--- src/abw_pkg.sv ---
package abw_pkg;
   // Measurement clock dividers: eight times the generator base divider.
   localparam int unsigned ABD_DIV_SLOW = 512;
   localparam int unsigned ABD_DIV_MID = 128;
   localparam int unsigned ABD_DIV_FAST = 32;
   localparam int unsigned PRESCALE_W = 9;
   localparam logic [PRESCALE_W-1:0] PRESCALE_SLOW_LAST = PRESCALE_W'(ABD_DIV_SLOW - 1);
   localparam logic [PRESCALE_W-1:0] PRESCALE_MID_LAST = PRESCALE_W'(ABD_DIV_MID - 1);
   localparam logic [PRESCALE_W-1:0] PRESCALE_FAST_LAST = PRESCALE_W'(ABD_DIV_FAST - 1);
   localparam logic [PRESCALE_W-1:0] PRESCALE_ZERO = 9'h000;
   localparam logic [PRESCALE_W-1:0] PRESCALE_ONE = 9'h001;

   // Divisor counter.
   localparam int unsigned DIV_W = 16;
   localparam logic [DIV_W-1:0] DIV_RESET = 16'h0000;
   localparam logic [DIV_W-1:0] DIV_START = 16'h0001;
   localparam logic [DIV_W-1:0] DIV_ONE = 16'h0001;
   localparam logic [DIV_W-1:0] DIV_MAX = 16'hFFFF;
   localparam int unsigned DIV_HIGH_MSB = 15;
   localparam int unsigned DIV_HIGH_LSB = 8;
   localparam int unsigned DIV_LOW_MSB = 7;
   localparam int unsigned DIV_LOW_LSB = 0;

   // Rising edges of the sync character, stop bit edge included.
   localparam logic [2:0] RISE_FIRST = 3'h1;
   localparam logic [2:0] RISE_LAST = 3'h5;
   localparam logic [2:0] RISE_ONE = 3'h1;
   localparam logic [2:0] RISE_ZERO = 3'h0;

   typedef enum logic [4:0] {
      ST_IDLE = 5'b00001,
      ST_WAKE_FALL = 5'b00010,
      ST_WAKE_RISE = 5'b00100,
      ST_ABD_START = 5'b01000,
      ST_ABD_COUNT = 5'b10000
   } state_t;

   typedef enum logic [1:0] {
      ST_ABD_SUB_START = 2'b01,
      ST_ABD_SUB_FIRST = 2'b10
   } abd_sub_t;
endpackage : abw_pkg

--- src/rx_front_if.sv ---
`timescale 1ns/1ps
interface rx_front_if;
   logic rx_level;
   logic rx_rise;
   logic rx_fall;
   logic tick;
   modport src (output rx_level, output rx_rise, output rx_fall, output tick);
   modport snk (input rx_level, input rx_rise, input rx_fall, input tick);
endinterface : rx_front_if
--- src/autobaud_and_wake_on_break.sv ---
`timescale 1ns/1ps
// Behaviour
// - Measurement holds receiver idle; edges time counter
// - Time sync character from first to fifth rise
// - Fifth rise: keep count, clear enable, flag
// - Buffer read clears receive flag
// - Divisor pair is one 16-bit counter
// - Counter ticks at one eighth base clock
// - Select bits choose divide 512, 128, 32
// - Counter starts at one
// - With wake enabled, measure following character
// - Overflow sets flag, counting continues to fifth
// - Overflow clear ignored while enable stays set
// - Wake works only in asynchronous mode
// - Wake enabled: receiver idle, watch falling edge if line high, else wait for rise
// - Wake event sets receive flag
// - Rise ending break clears wake enable
// - Non-zero character start low wakes too
module autobaud_and_wake_on_break
   import abw_pkg::*;
(
   input wire logic clk_i, // System clock, 40 MHz.
   input wire logic rstn_i, // Synchronous reset, active low.
   input wire logic rx_i, // Receive line.
   input wire logic sync_mode_i, // High selects synchronous mode.
   input wire logic wide_divisor_select_i, // Wide divisor select.
   input wire logic high_speed_select_i, // High speed select.
   input wire logic autobaud_enable_set_i, // Pulse: software sets auto-baud enable.
   input wire logic autobaud_enable_clr_i, // Pulse: software clears auto-baud enable.
   input wire logic wake_enable_set_i, // Pulse: software sets wake enable.
   input wire logic wake_enable_clr_i, // Pulse: software clears wake enable.
   input wire logic overflow_clr_i, // Pulse: software clears overflow flag.
   input wire logic buffer_read_i, // Pulse: software reads receive buffer.
   input wire logic divisor_wr_i, // Pulse: software writes divisor pair.
   input wire logic [DIV_W-1:0] divisor_wdata_i, // Divisor value written.
   output logic autobaud_enable_o, // Auto-baud enable bit.
   output logic wake_on_break_enable_o, // Wake enable bit.
   output logic autobaud_overflow_flag_o, // Counter overflow flag.
   output logic receive_flag_o, // Receive interrupt flag.
   output logic [7:0] baud_divisor_high_o, // Divisor high byte.
   output logic [7:0] baud_divisor_low_o, // Divisor low byte.
   output logic receiver_idle_flag_o, // High while no measurement is under way.
   output logic receiver_hold_o, // Holds the normal receiver idle.
   output logic wake_event_o, // Pulse: wake event seen.
   output logic autobaud_done_o // Pulse: measurement complete.
);
   state_t state_r;
   state_t state_nxt;
   abd_sub_t sub_r;
   abd_sub_t sub_nxt;
   logic autobaud_enable_r;
   logic wake_enable_r;
   logic overflow_r;
   logic receive_flag_r;
   logic [DIV_W-1:0] divisor_r;
   logic [2:0] rise_cnt_r;
   logic idle_r;
   logic hold_r;
   logic wake_event_r;
   logic done_r;
   logic wake_event;
   logic wake_end;
   logic abd_first;
   logic abd_done;
   logic counting;
   logic overflow_hit;
   logic wake_allowed;

   rx_front_if fe ();

   rx_front u_rx_front (
      .clk_i(clk_i),
      .rstn_i(rstn_i),
      .rx_i(rx_i),
      .wide_divisor_select_i(wide_divisor_select_i),
      .high_speed_select_i(high_speed_select_i),
      .run_i(counting),
      .fe(fe)
   );

   assign wake_allowed = wake_enable_r && !sync_mode_i;
   // Counting stops in the cycle the enable drops, so an abort never adds a tick.
   assign counting = (state_r == ST_ABD_COUNT) && autobaud_enable_r;

   // Wake handling takes precedence, so a measurement armed with wake waits for the break.
   always_comb begin
      state_nxt = state_r;
      sub_nxt = sub_r;
      wake_event = 1'b0;
      wake_end = 1'b0;
      abd_first = 1'b0;
      abd_done = 1'b0;
      case (state_r)
         ST_IDLE: begin
            if (wake_allowed) begin
               state_nxt = fe.rx_level ? ST_WAKE_FALL : ST_WAKE_RISE;
            end else if (autobaud_enable_r) begin
               state_nxt = ST_ABD_START;
               sub_nxt = ST_ABD_SUB_START;
            end
         end
         // The line is high: the next falling edge is the wake event.
         ST_WAKE_FALL: begin
            if (!wake_allowed) begin
               state_nxt = ST_IDLE;
            end else if (fe.rx_fall) begin
               wake_event = 1'b1;
               state_nxt = ST_WAKE_RISE;
            end
         end
         // The line is low: the rise that ends the break releases the wake function.
         ST_WAKE_RISE: begin
            if (!wake_allowed) begin
               state_nxt = ST_IDLE;
            end else if (fe.rx_rise) begin
               wake_end = 1'b1;
               state_nxt = ST_IDLE;
            end
         end
         // A rise only counts as the first one after a start bit has been seen.
         ST_ABD_START: begin
            if (!autobaud_enable_r || wake_allowed) begin
               state_nxt = ST_IDLE;
            end else begin
               case (sub_r)
                  ST_ABD_SUB_START: begin
                     if (fe.rx_fall) begin
                        sub_nxt = ST_ABD_SUB_FIRST;
                     end
                  end
                  ST_ABD_SUB_FIRST: begin
                     if (fe.rx_rise) begin
                        abd_first = 1'b1;
                        state_nxt = ST_ABD_COUNT;
                     end
                  end
                  default: begin
                     sub_nxt = ST_ABD_SUB_START;
                  end
               endcase
            end
         end
         ST_ABD_COUNT: begin
            if (!autobaud_enable_r) begin
               state_nxt = ST_IDLE;
            end else if (fe.rx_rise && rise_cnt_r == RISE_LAST - RISE_ONE) begin
               abd_done = 1'b1;
               state_nxt = ST_IDLE;
            end
         end
         default: begin
            state_nxt = ST_IDLE;
         end
      endcase
   end

   always_ff @(posedge clk_i) begin
      if (!rstn_i) begin
         state_r <= ST_IDLE;
         sub_r <= ST_ABD_SUB_START;
      end else begin
         state_r <= state_nxt;
         sub_r <= sub_nxt;
      end
   end

   // The first rise loads one, so the fifth rise is met while the count holds four.
   always_ff @(posedge clk_i) begin
      if (!rstn_i) begin
         rise_cnt_r <= RISE_ZERO;
      end else if (abd_first) begin
         rise_cnt_r <= RISE_FIRST;
      end else if (counting && fe.rx_rise) begin
         rise_cnt_r <= rise_cnt_r + RISE_ONE;
      end
   end

   // The wrap from all ones back to zero is the overflow event.
   assign overflow_hit = counting && fe.tick && (divisor_r == DIV_MAX);

   // The pair counts as one 16-bit value regardless of the wide select.
   always_ff @(posedge clk_i) begin
      if (!rstn_i) begin
         divisor_r <= DIV_RESET;
      end else if (abd_first) begin
         divisor_r <= DIV_START;
      end else if (counting && fe.tick) begin
         divisor_r <= divisor_r + DIV_ONE;
      end else if (divisor_wr_i && !counting) begin
         divisor_r <= divisor_wdata_i;
      end
   end

   // Hardware clear on completion yields to a software set in the same cycle.
   always_ff @(posedge clk_i) begin
      if (!rstn_i) begin
         autobaud_enable_r <= 1'b0;
      end else if (autobaud_enable_set_i) begin
         autobaud_enable_r <= 1'b1;
      end else if (autobaud_enable_clr_i || abd_done) begin
         autobaud_enable_r <= 1'b0;
      end
   end

   // Synchronous mode refuses the set; a bit set earlier stays but is treated as off.
   always_ff @(posedge clk_i) begin
      if (!rstn_i) begin
         wake_enable_r <= 1'b0;
      end else if (wake_enable_set_i && !sync_mode_i) begin
         wake_enable_r <= 1'b1;
      end else if (wake_enable_clr_i || wake_end) begin
         wake_enable_r <= 1'b0;
      end
   end

   // A software clear only takes effect once the enable is low.
   always_ff @(posedge clk_i) begin
      if (!rstn_i) begin
         overflow_r <= 1'b0;
      end else if (overflow_hit) begin
         overflow_r <= 1'b1;
      end else if (overflow_clr_i && !autobaud_enable_r) begin
         overflow_r <= 1'b0;
      end
   end

   always_ff @(posedge clk_i) begin
      if (!rstn_i) begin
         receive_flag_r <= 1'b0;
      end else if (abd_done || wake_event) begin
         receive_flag_r <= 1'b1;
      end else if (buffer_read_i) begin
         receive_flag_r <= 1'b0;
      end
   end

   // The normal receiver is held while either function owns the line.
   always_ff @(posedge clk_i) begin
      if (!rstn_i) begin
         hold_r <= 1'b0;
      end else begin
         hold_r <= autobaud_enable_r || wake_allowed;
      end
   end

   // Idle drops once the start bit is seen and returns after the fifth rise.
   always_ff @(posedge clk_i) begin
      if (!rstn_i) begin
         idle_r <= 1'b1;
      end else begin
         idle_r <= !(counting || (state_r == ST_ABD_START && sub_r == ST_ABD_SUB_FIRST));
      end
   end

   // The event pulses rise on the same edge that sets the receive flag.
   always_ff @(posedge clk_i) begin
      if (!rstn_i) begin
         wake_event_r <= 1'b0;
      end else begin
         wake_event_r <= wake_event;
      end
   end

   always_ff @(posedge clk_i) begin
      if (!rstn_i) begin
         done_r <= 1'b0;
      end else begin
         done_r <= abd_done;
      end
   end

   assign autobaud_enable_o = autobaud_enable_r;
   assign wake_on_break_enable_o = wake_enable_r;
   assign autobaud_overflow_flag_o = overflow_r;
   assign receive_flag_o = receive_flag_r;
   assign baud_divisor_high_o = divisor_r[DIV_HIGH_MSB:DIV_HIGH_LSB];
   assign baud_divisor_low_o = divisor_r[DIV_LOW_MSB:DIV_LOW_LSB];
   assign receiver_idle_flag_o = idle_r;
   assign receiver_hold_o = hold_r;
   assign wake_event_o = wake_event_r;
   assign autobaud_done_o = done_r;
endmodule : autobaud_and_wake_on_break

--- src/rx_front.sv ---
`timescale 1ns/1ps
module rx_front
   import abw_pkg::*;
(
   input wire logic clk_i, // System clock.
   input wire logic rstn_i, // Synchronous reset, active low.
   input wire logic rx_i, // Receive line.
   input wire logic wide_divisor_select_i, // Wide divisor select.
   input wire logic high_speed_select_i, // High speed select.
   input wire logic run_i, // Runs the measurement prescaler.
   rx_front_if.src fe // Synchronised line, edges and tick.
);
   logic sync1_r;
   logic sync2_r;
   logic sync3_r;
   logic [PRESCALE_W-1:0] pre_r;
   logic [PRESCALE_W-1:0] pre_last;

   // The line idles high, so the synchroniser resets to one.
   always_ff @(posedge clk_i) begin
      if (!rstn_i) begin
         sync1_r <= 1'b1;
         sync2_r <= 1'b1;
         sync3_r <= 1'b1;
      end else begin
         sync1_r <= rx_i;
         sync2_r <= sync1_r;
         sync3_r <= sync2_r;
      end
   end

   assign fe.rx_level = sync2_r;
   assign fe.rx_rise = sync2_r & ~sync3_r;
   assign fe.rx_fall = ~sync2_r & sync3_r;

   always_comb begin
      case ({wide_divisor_select_i, high_speed_select_i})
         2'b00: pre_last = PRESCALE_SLOW_LAST;
         2'b11: pre_last = PRESCALE_FAST_LAST;
         default: pre_last = PRESCALE_MID_LAST;
      endcase
   end

   always_ff @(posedge clk_i) begin
      if (!rstn_i || !run_i) begin
         pre_r <= PRESCALE_ZERO;
      end else if (pre_r >= pre_last) begin
         pre_r <= PRESCALE_ZERO;
      end else begin
         pre_r <= pre_r + PRESCALE_ONE;
      end
   end

   assign fe.tick = run_i && (pre_r >= pre_last);
endmodule : rx_front

--- config.mk ---
export PLATFORM = sky130hd
export DESIGN_NAME = autobaud_and_wake_on_break
export DESIGN_NICKNAME = d
export VERILOG_FILES = /design/src/abw_pkg.sv /design/src/rx_front_if.sv /design/src/autobaud_and_wake_on_break.sv /design/src/rx_front.sv
export SDC_FILE = /design/constraint.sdc
export NUM_CORES = 1
export LEC_CHECK = 0
export ABC_AREA = 0
export BUFFER_PORTS_ARGS = -buffer_cell sky130_fd_sc_hd__buf_4
export CORE_MARGIN = 3
export CORE_UTILIZATION = 54
export DETAILED_ROUTE_END_ITERATION = 10
export PLACE_DENSITY = 0.8
export SLEW_MARGIN = 30
export SYNTH_ARGS = -nofsm -noshare
export SYNTH_HDL_FRONTEND = slang
export SYNTH_HIERARCHICAL = 1
export SYNTH_SLANG_ARGS = --single-unit
--- constraint.sdc ---
create_clock -name clk_i -period 3.1 [get_ports clk_i]
set_input_delay 0.31 -clock clk_i [delete_from_list [all_inputs] [get_ports clk_i]]
set_output_delay 0.31 -clock clk_i [all_outputs]
set_load 0.1 [all_outputs]
==> results of run 1 <==
[cells in the final DEF, fill, tap and decap left out, types with 6 or more instances in the layout]
master,netlist,final
buf_4,1,55
dfxtp_1,46,46
nand2_1,25,25
a21oi_1,21,21
nor3_1,16,16
nor2_1,15,15
nand3_1,14,14
inv_1,12,12
nand4_1,10,10
o21ai_0,10,10
a31oi_1,9,9
nor2b_1,7,7
xnor2_1,7,7
ha_1,7,7
nand2b_1,6,6
or3_1,6,6
[routing by layer]
metal  up-vias  wire length, um  global-route usage, %
li1       1152                -                      -
met1      1052             2670                   30.0
met2        59             2540                   34.8
met3         7              332                   5.23
met4         0               53                   7.79
met5         -                0                      0
[power groups by stage]
stage / Sequential [mW] / Clock, mW / Combinational (mW)
6_report: 0.642 / 0.444 / 0.273
5_1_grt: 0.646 / 0.471 / 0.291
4_1_cts: 0.641 / 0.452 / 0.271
3_5_place_dp: 0.655 / 0 / 0.271
3_3_place_gp: 0.654 / 0 / 0.268
2_1_floorplan: 0.748 / 0 / 0.0947
[registers in the layout, indices dropped and copies added, names as in the netlist]
signal                    cells
u_rx_front/sync1_r            1
receive_flag_o                1
sub_r                         2
divisor_r                    16
state_r                       5
receiver_hold_o               1
u_rx_front/fe.rx_level        1
u_rx_front/sync3_r            1
receiver_idle_flag_o          1
wake_on_break_enable_o        1
rise_cnt_r                    3
u_rx_front/pre_r              9
autobaud_enable_o             1
wake_event_o                  1
autobaud_done_o               1
autobaud_overflow_flag_o      1
[cell usage after synthesis (3+ instances only)]
cell type and n:
o21ai_0 10, xnor2_1 7, or3_1 6, dfxtp_1 46
o31a_1 4, nor3_1 16, xor2_1 4, inv_1 12
nor2_1 15, clkbuf_1 7, nor4_1 5, or2_2 4
nor2b_1 7, nand2b_1 6, a21oi_1 21, o21a_1 4
o211ai_1 5, nand4_1 10, a31oi_1 9, ha_1 7
nand2_1 25, nand3_1 14, a22oi_1 3
[cell families after synthesis]
group	after synthesis	synth area share (%)
muxes	1	0.418
xor gates and xnor gates	11	4.02
adders and majority gates	7	3.66
and+or+nand+nor	129	30.5
AOI/OAI and AO/OA	69	19.0
DFF	46	38.4
buffers and inverters	22	3.97
[path summary, 6_finish.rpt]
check | from | to | slack, ns
max reg2reg | u_rx_front/pre_r[8] | divisor_r[14] | 0.61
max | wide_divisor_select_i | divisor_r[14] | 0.53
min | rx_i | u_rx_front/sync1_r | 0.18
min reg2reg | u_rx_front/sync1_r | u_rx_front/fe.rx_level | 0.42
[worst max-delay path: cells and delay by family]
family          cells  cell delay, ns
simple gates        5            1.24
compound gates      4            0.84
fa+ha+maj           1            0.31
buf+inv             1            0.12
[cell type report]
cell class / instances / area, um^2
clock buffers: 5 / 68.8
clock inverters: 3 / 40.0
fillers: 365 / 1210
inverters: 12 / 45.0
multi-input cells: 217 / 1380
flip-flops and latches: 46 / 921
well taps: 50 / 62.6
repair buffers: 55 / 413
==> reports/results.ini, run 1 <==
[clock_tree]
hold_buffers=0
cts_inserted_buffers=5
clockBufferDepth=2
clk_pin_slew_worst_paths_ns=0.08
post_cts_resized=0
htree_levels=2
cts_tree=built
clock_latency_ns=0.31
cts_root_buf=clkbuf_8
cts_setup_buffers=0
clkSinkCount=46

[sta]
period_needed_ns=2.57
setup_slack_ns=0.526
setup_viol=0
period_share_pct=83.0
slew_headroom_pct=65.7
fmax_ghz=0.388
fin_tns_setup_ns=0
whs_ns=0.185
worst-slew-pin-transition_ns=0.510
slew_violations=0
fin_skew_ns=0.00363
hold_viol=0
rsz0062_at_grt=false

[placed_design]
dp_hpwl_mm=4.07
dp.cells=380
place_ws_ns=0.254
post_dp_cell_area_um2=2820
gp_congestion=0.851
portBuffers=52

[detailed_routing]
firstDrtPassIters=5
routed_wl_mm=5.60
avgViaCountPerCell=5.85
wl_per_cell_um=14.4
ant_nets=0
vias=2270
drc=0
drt_iter0_drc=179

[synthesis]
synth-seq-area-share_pct=38.4
synth-seq-cells=46
syn_nets=321
ys_top_cells_by_area=dfxtp_1 (38%), a21oi_1 (4.4%), nand2_1 (3.9%), ha_1 (3.7%), nor3_1 (3.3%)
netlist_area_um2=2400
postSynthCellCount=285
synth-async-reset-ratio_pct=0
ys_warn_count=6
synth.top_cell.area_share_pct=38.4
synth.distinct_cells=54
synth_edf_count=0
synth-main-ff-cell=dfxtp_1
synth.avg_cell_area_um2=8.41
synth_top_area_cell=dfxtp_1

[critical_path]
cp-start-kind=primary input
critPathCaptureType=register
critPathMaxFanout=7
slowest_stage=nor2_1
cpPeakStageDelay_ns=0.43
required_ns=3.34
r2r_cells=9
timing_worst_setup_path_type=primary input to register
path_cells=buf_4 > or2_2 > ha_1 > and2_1 > a2bb2oi_1 > nand2_1 > o21a_1 > and3_1 > nor2_1 > o21ai_0 > a31oi_1
cp_data_arrival_time_ns=2.81

[layout]
nets=373
diodes=0
syn_to_final_growth_pct=22.3
fin_util_pct=70.7
design_area_um2=2930
drive_gt1_share_pct=24.0
finalNonFillerCells=388

[flow_run]
drv_cap=0

[floorplan]
rows=23
die_w_um=72.6
coreArea_um2=4140
pin_count=53
die_y_um=72.6
dieArea_um2=5270
initial_core_util_pct=57.8

[power]
pwr_density_cell_nw_per_um2=463
power.internal_uw=938
p_clk_share_pct=32.7
pwr-share-comb_pct=20.1
switchingPower_uw=421
ir_worst_vdd_v=0.000334
fin_total_pwr_mw=1.36
switching_share_pct=31.0
seq_power_share_pct=47.2
p_leak_nw=1.12

[global_routing]
grt_pass1_wl_mm=9.29
grt_util_all_layers_pct=22.2
grt_pass1_vias=2072
grt_max_degree=18
antenna_found_initial=0
grt-ovfl-total=0

[min_path]
hold_depth=2
hp-class=primary input to register

[outcome]
outcome=finished, final reports clean

Note: power is estimated with default switching activity, not from simulation.
==> run 2, diff against run 1 <==
--- a/config.mk
+++ b/config.mk
@@ -8,9 +8,9 @@
 export ABC_AREA = 0
 export BUFFER_PORTS_ARGS = -buffer_cell sky130_fd_sc_hd__buf_4
 export CORE_MARGIN = 3
-export CORE_UTILIZATION = 54
+export CORE_UTILIZATION = 49
 export DETAILED_ROUTE_END_ITERATION = 10
-export PLACE_DENSITY = 0.8
+export PLACE_DENSITY = 0.76
 export SLEW_MARGIN = 30
 export SYNTH_ARGS = -nofsm -noshare
 export SYNTH_HDL_FRONTEND = slang
==> constraint.sdc (replaced) <==
create_clock -name clk_i -period 2.2 [get_ports clk_i]
set_input_delay 0.22 -clock clk_i [delete_from_list [all_inputs] [get_ports clk_i]]
set_output_delay 0.22 -clock clk_i [all_outputs]
set_load 0.1 [all_outputs]
==> run 2 against run 1 <==
  * Utilization fell by 0.51 points
  * Total power up 36%
  * Critical path type is now register to register
  * Hold slack lost 0.085 ns
  * Routed wire length up 9.4%
==> reports/results.ini, run 2 (same netlist as run 1, synthesis figures left out) <==
[layout]
drive_gt1_share_pct=32.5  ; +8.5 points
largest_reg_flops=16  ; unchanged
final_common_cell=buf_4
regMostFlops=divisor_r
mostFrequentLayoutCells=buf_4 (77), dfxtp_1 (40), nand2_1 (24)
diodes=0  ; unchanged
fin_util_pct=70.2  ; -0.51 points
nets=395  ; +5.9%
regArea_um2=928  ; +0.82%
multi_input_comb_area_um2=1460  ; +5.7%
syn_to_final_growth_pct=32.8
finalNonFillerCells=425  ; +9.5%
n_fill_cell=369  ; +1.1%
top_regs=divisor_r: 16 flops, u_rx_front/pre_r: 9 flops, state_r: 5 flops

[placed_design]
dp_hpwl_mm=4.52  ; +11%
gp_congestion=0.907  ; +6.6%
portBuffers=52  ; unchanged
dp.cells=415  ; +9.2%
place_ws_ns=-0.337  ; -0.591 ns

[detailed_routing]
avgViaCountPerCell=5.63  ; -3.7%
vias=2394  ; +5.5%
routed_wl_mm=6.13  ; +9.4%
wl_per_cell_um=14.4  ; about the same
firstDrtPassIters=5  ; unchanged
drt_iter0_drc=228  ; +27%
ant_nets=0  ; unchanged
drc=0  ; unchanged

[sta]
fin_tns_setup_ns=0  ; unchanged
fin_skew_ns=0.0112  ; +0.00756 ns
hold_viol=0  ; unchanged
rsz0062_at_grt=true
worst-slew-pin-transition_ns=0.495  ; -0.0157 ns
fmax_ghz=0.455
slew_violations=0  ; unchanged
setup_slack_ns=0.000400  ; -0.525 ns
setup_viol=0  ; unchanged
slew_headroom_pct=66.6  ; +0.85 points
period_share_pct=100
period_needed_ns=2.20

[power]
ir_worst_vdd_v=0.000417  ; +25%
fin_total_pwr_mw=1.85  ; +36%
pwr_density_cell_nw_per_um2=582  ; +25%
p_leak_nw=1.25  ; +12%

[critical_path]
required_ns=2.43  ; -0.91 ns
rr_endpoint=divisor_r[3]
critPathCaptureType=register
timing_worst_setup_path_type=register to register
crit_path_frequent_cell=buf_4
r2r_cells=10  ; +1
cp_data_arrival_time_ns=2.43  ; -0.38 ns
path_cells=ha_4 > and2_4 > nand2_4 > nor4_4 > o21a_1 > nand3_2 > buf_4 > buf_4 > or3_1 > a31oi_1
timing.rr.start=u_rx_front/pre_r[7]
slowest_stage=dfxtp_2
cp-start-kind=register
r2r_slack_ns=0.0004  ; -0.61 ns
cpPeakStageDelay_ns=0.34  ; -0.09 ns
critPathMaxFanout=4  ; -3

[global_routing]
grt_max_degree=18  ; unchanged
grt-ovfl-total=0  ; unchanged
grt_pass1_wl_mm=10.2  ; +9.8%
grt_pass1_vias=2272  ; +9.7%
grt_util_all_layers_pct=21.2  ; -1.1 points
antenna_found_initial=0  ; unchanged

[min_path]
hold_depth=2  ; unchanged
hold-path-endpoint=u_rx_front/sync1_r
hold_start=rx_i
hp-class=primary input to register

[flow_run]
drv_cap=0  ; unchanged

[outcome]
outcome=finished, final reports clean

[clock_tree]
htree_levels=2  ; unchanged
clkSinkCount=46  ; unchanged
cts_root_buf=clkbuf_8
cts_tree=built
cts_inserted_buffers=5  ; unchanged
hold_buffers=0  ; unchanged
clock_latency_ns=0.31  ; about the same
clk_pin_slew_worst_paths_ns=0.08  ; about the same
clockBufferDepth=2  ; unchanged

[floorplan]
dieArea_um2=5760  ; +9.3%
rows=24  ; +4.3%
initial_core_util_pct=52.8  ; -5.0 points
die_y_um=75.9  ; +4.6%
die_w_um=75.9  ; +4.6%
coreArea_um2=4530  ; +9.4%
pin_count=53  ; unchanged

## run 2: cell count changes in the layout (fill, tap and decap cells not counted), sizes merged
cell,change
buf,+22
clkinv,-1
clkbuf,+2
bufinv,-1
## run 2: area by class of cell
| cell class | instances | area share (%) |
|---|---|---|
| inverter | 12 | 1.42 |
| timing repair buffer | 77 | 18.2 |
| clock inverter | 1 | 0.157 |
| tap | 65 | 2.56 |
| sequential | 46 | 29.2 |
| multi-input combinational | 217 | 45.8 |
| clock buffer | 7 | 2.71 |
## run 2: stage by stage
step | hold slack, ns | area, um^2
floorplan | 0.293 | 2450
global placement | 0.390 | 3040
detailed placement | 0.403 | 3040
CTS | 0.0893 | 3140
global route | 0.0964 | 3180
finish | 0.0992 | 3180
## run 2: critical path, delay by kind of cell (launching register included)
kind                       cells  cell delay [ns]
and+or+nand+nor                5             0.88
DFF                            1             0.34
adders and majority gates      1             0.26
buffers and inverters          2             0.31
AOI/OAI and AO/OA              2             0.33
## run 2: report_power, final
part           internal [mW]  switching (mW)  total [mW]
combinational          0.135           0.274       0.409
clock                  0.254           0.285       0.539
sequential             0.865          0.0384       0.903
## run 2: worst max-delay path by stage
| stage | from | endpoint | slack (ns) | cells after the start |
|---|---|---|---|---|
| 6_report | u_rx_front/pre_r[7] | divisor_r[3] | 0.0004 | 10 |
| 3_5_place_dp | wide_divisor_select_i | divisor_r[10] | -0.34 | 12 |
| 4_1_cts | u_rx_front/pre_r[8] | divisor_r[15] | 0.007 | 10 |
| 2_1_floorplan | wide_divisor_select_i | divisor_r[6] | -0.31 | 11 |
| 5_1_grt | u_rx_front/pre_r[7] | divisor_r[7] | -0.12 | 9 |
| 3_3_place_gp | wide_divisor_select_i | divisor_r[10] | -0.27 | 12 |
## run 2: routing by layer
layer	vias to the layer above	GRT usage, %	share of wire (%)
met5	-	0	0
met4	0	7.43	1.3
met3	9	5.33	6.1
met2	88	35.1	48
met1	1107	26.7	45
li1	1190	-	-
## run 2: what timing repair did
| action | CTS | global route |
|---|---|---|
| buffers inserted | 0 | 2 |
| resized for setup | 3 | 8 |
| pin swaps | 3 | 9 |
| endpoints found under the setup margin | 11 | 16 |
==> run 3, diff against run 2 <==
--- a/config.mk
+++ b/config.mk
@@ -6,7 +6,7 @@
 export NUM_CORES = 1
 export LEC_CHECK = 0
 export ABC_AREA = 0
-export BUFFER_PORTS_ARGS = -buffer_cell sky130_fd_sc_hd__buf_4
+export BUFFER_PORTS_ARGS = -buffer_cell sky130_fd_sc_hd__buf_2
 export CORE_MARGIN = 3
 export CORE_UTILIZATION = 49
 export DETAILED_ROUTE_END_ITERATION = 10
==> run 3 against run 2 <==
  * Routed wire length fell by 4.6%
  * Highest routed layer unchanged
  * Largest power group unchanged
  * Utilization fell by 2.8 points
  * Design area is 4.0% lower
  * Maximum frequency up 2.5%
  * Clock power down 7.6%
==> reports/results.ini, run 3 (same netlist as run 1, synthesis figures left out) <==
[layout]
largest_reg_flops=16  ; unchanged
syn_to_final_growth_pct=27.6
regMostFlops=divisor_r
nets=393  ; -0.51%
mostFrequentLayoutCells=buf_2 (52), dfxtp_1 (39), nand2_1 (24)
diodes=0  ; unchanged
finalNonFillerCells=421  ; -0.94%
top_regs=divisor_r: 16 flops, u_rx_front/pre_r: 9 flops, state_r: 5 flops
fin_util_pct=67.4  ; -2.8 points
final_common_cell=buf_2
drive_gt1_share_pct=33.1  ; +0.65 points

[clock_tree]
clock_latency_ns=0.29  ; -0.02 ns
cts_tree=built
clockBufferDepth=2  ; unchanged
clk_pin_slew_worst_paths_ns=0.07  ; about the same
htree_levels=2  ; unchanged
cts_root_buf=clkbuf_8
cts_inserted_buffers=5  ; unchanged
hold_buffers=0  ; unchanged
clkSinkCount=46  ; unchanged

[critical_path]
critPathCaptureType=register
timing.rr.start=u_rx_front/pre_r[8]
cp-start-kind=register
critPathMaxFanout=5  ; +1
timing_worst_setup_path_type=register to register
rr_endpoint=divisor_r[8]
r2r_cells=9  ; -1
r2r_slack_ns=0.05  ; +0.05 ns
cp_data_arrival_time_ns=2.36  ; -0.07 ns
required_ns=2.42  ; about the same

[power]
pwr_density_cell_nw_per_um2=583  ; +0.31%
ir_worst_vdd_v=0.000499  ; +20%
p_leak_nw=1.21  ; -2.9%
fin_total_pwr_mw=1.78  ; -3.7%

[floorplan]
dieArea_um2=5760  ; unchanged
coreArea_um2=4530  ; unchanged
pin_count=53  ; unchanged
initial_core_util_pct=52.8  ; unchanged
die_y_um=75.9  ; unchanged
die_w_um=75.9  ; unchanged
rows=24  ; unchanged

[global_routing]
grt_util_all_layers_pct=20.9  ; -0.29 points
antenna_found_initial=0  ; unchanged
grt_pass1_wl_mm=10.2  ; unchanged
grt_pass1_vias=2264  ; -0.35%
grt_max_degree=18  ; unchanged
grt-ovfl-total=0  ; unchanged

[sta]
fin_skew_ns=0.00782  ; -0.00336 ns
worst-slew-pin-transition_ns=0.533  ; +0.0378 ns
setup_viol=0  ; unchanged
hold_viol=0  ; unchanged
fin_tns_setup_ns=0  ; unchanged
slew_violations=0  ; unchanged
fmax_ghz=0.466  ; +2.5%
period_needed_ns=2.15  ; -0.0544 ns
setup_slack_ns=0.0548  ; +0.0544 ns
rsz0062_at_grt=true
slew_headroom_pct=64.0  ; -2.6 points
period_share_pct=97.5  ; -2.5 points

[min_path]
hold_depth=2  ; unchanged
hp-class=primary input to register
hold-path-endpoint=u_rx_front/sync1_r
hold_start=rx_i

[detailed_routing]
wl_per_cell_um=13.9  ; -3.7%
vias=2397  ; +0.13%
drc=0  ; unchanged
drt_iter0_drc=166  ; -27%
avgViaCountPerCell=5.69  ; +1.1%
firstDrtPassIters=5  ; unchanged
ant_nets=0  ; unchanged
routed_wl_mm=5.84  ; -4.6%

[placed_design]
place_ws_ns=-0.344  ; -0.00748 ns
gp_congestion=0.872  ; -3.9%
portBuffers=52  ; unchanged
dp.cells=414  ; -0.24%
dp_hpwl_mm=4.36  ; -3.6%

[flow_run]
drv_cap=0  ; unchanged

[outcome]
outcome=finished, final reports clean

[run 3: how the worst max path moves through the flow]
stage	endpoint	depth (start not counted)	from	slack, ns
floorplan	divisor_r[6]	11	wide_divisor_select_i	-0.31
finish	divisor_r[8]	9	u_rx_front/pre_r[8]	0.05
detailed placement	divisor_r[10]	12	wide_divisor_select_i	-0.34
CTS	divisor_r[6]	9	u_rx_front/pre_r[8]	0.01
global route	divisor_r[6]	9	u_rx_front/pre_r[8]	-0.08
global placement	divisor_r[10]	12	wide_divisor_select_i	-0.28
[run 3: report_power, final]
| group | internal (mW) | switching, mW |
|---|---|---|
| clock network | 0.242 | 0.255 |
| logic | 0.112 | 0.272 |
| registers | 0.865 | 0.0362 |
[run 3: repair_timing]
action	4_1_cts	5_1_grt
gates resized for setup	4	15
cloned	0	0
pin swaps	4	7
setup endpoints to repair	14	15
buffers inserted	0	1
[run 3: worst max-delay path, stage by stage (launching register included)]
cell	delay, ns
dfxtp_2	0.34
ha_4	0.26
and2_4	0.15
nand2_4	0.05
nor4_4	0.22
o21a_1	0.18
nand3_2	0.13
or2_4	0.27
or3_4	0.34
a31oi_4	0.13
[run 3: final cells by class]
cell class                      count  area [um^2]
Multi-Input combinational cell    217         1480
Fill cell                         378         1480
Sequential cell                    46          930
Timing Repair Buffer               75          440
Clock buffer                        6         82.6
Tap cell                           65         81.3
Inverter                           12         45.0
[run 3: metal layers]
| metal | share of wire, % | vias to the layer above | wire (um) | global-route usage, % |
|---|---|---|---|---|
| li1 | - | 1184 | - | - |
| met1 | 45 | 1117 | 2630 | 27.2 |
| met2 | 47 | 85 | 2730 | 34.5 |
| met3 | 6.0 | 11 | 353 | 4.74 |
| met4 | 2.2 | 0 | 131 | 6.34 |
| met5 | 0 | - | 0 | 0 |
[run 3: per-stage QoR]
step | area (um^2) | hold slack (ns)
after global routing | 3060 | 0.0995
after floorplan | 2450 | 0.293
after detailed placement | 2900 | 0.400
final | 3060 | 0.110
after global placement | 2900 | 0.390
after CTS | 3000 | 0.103
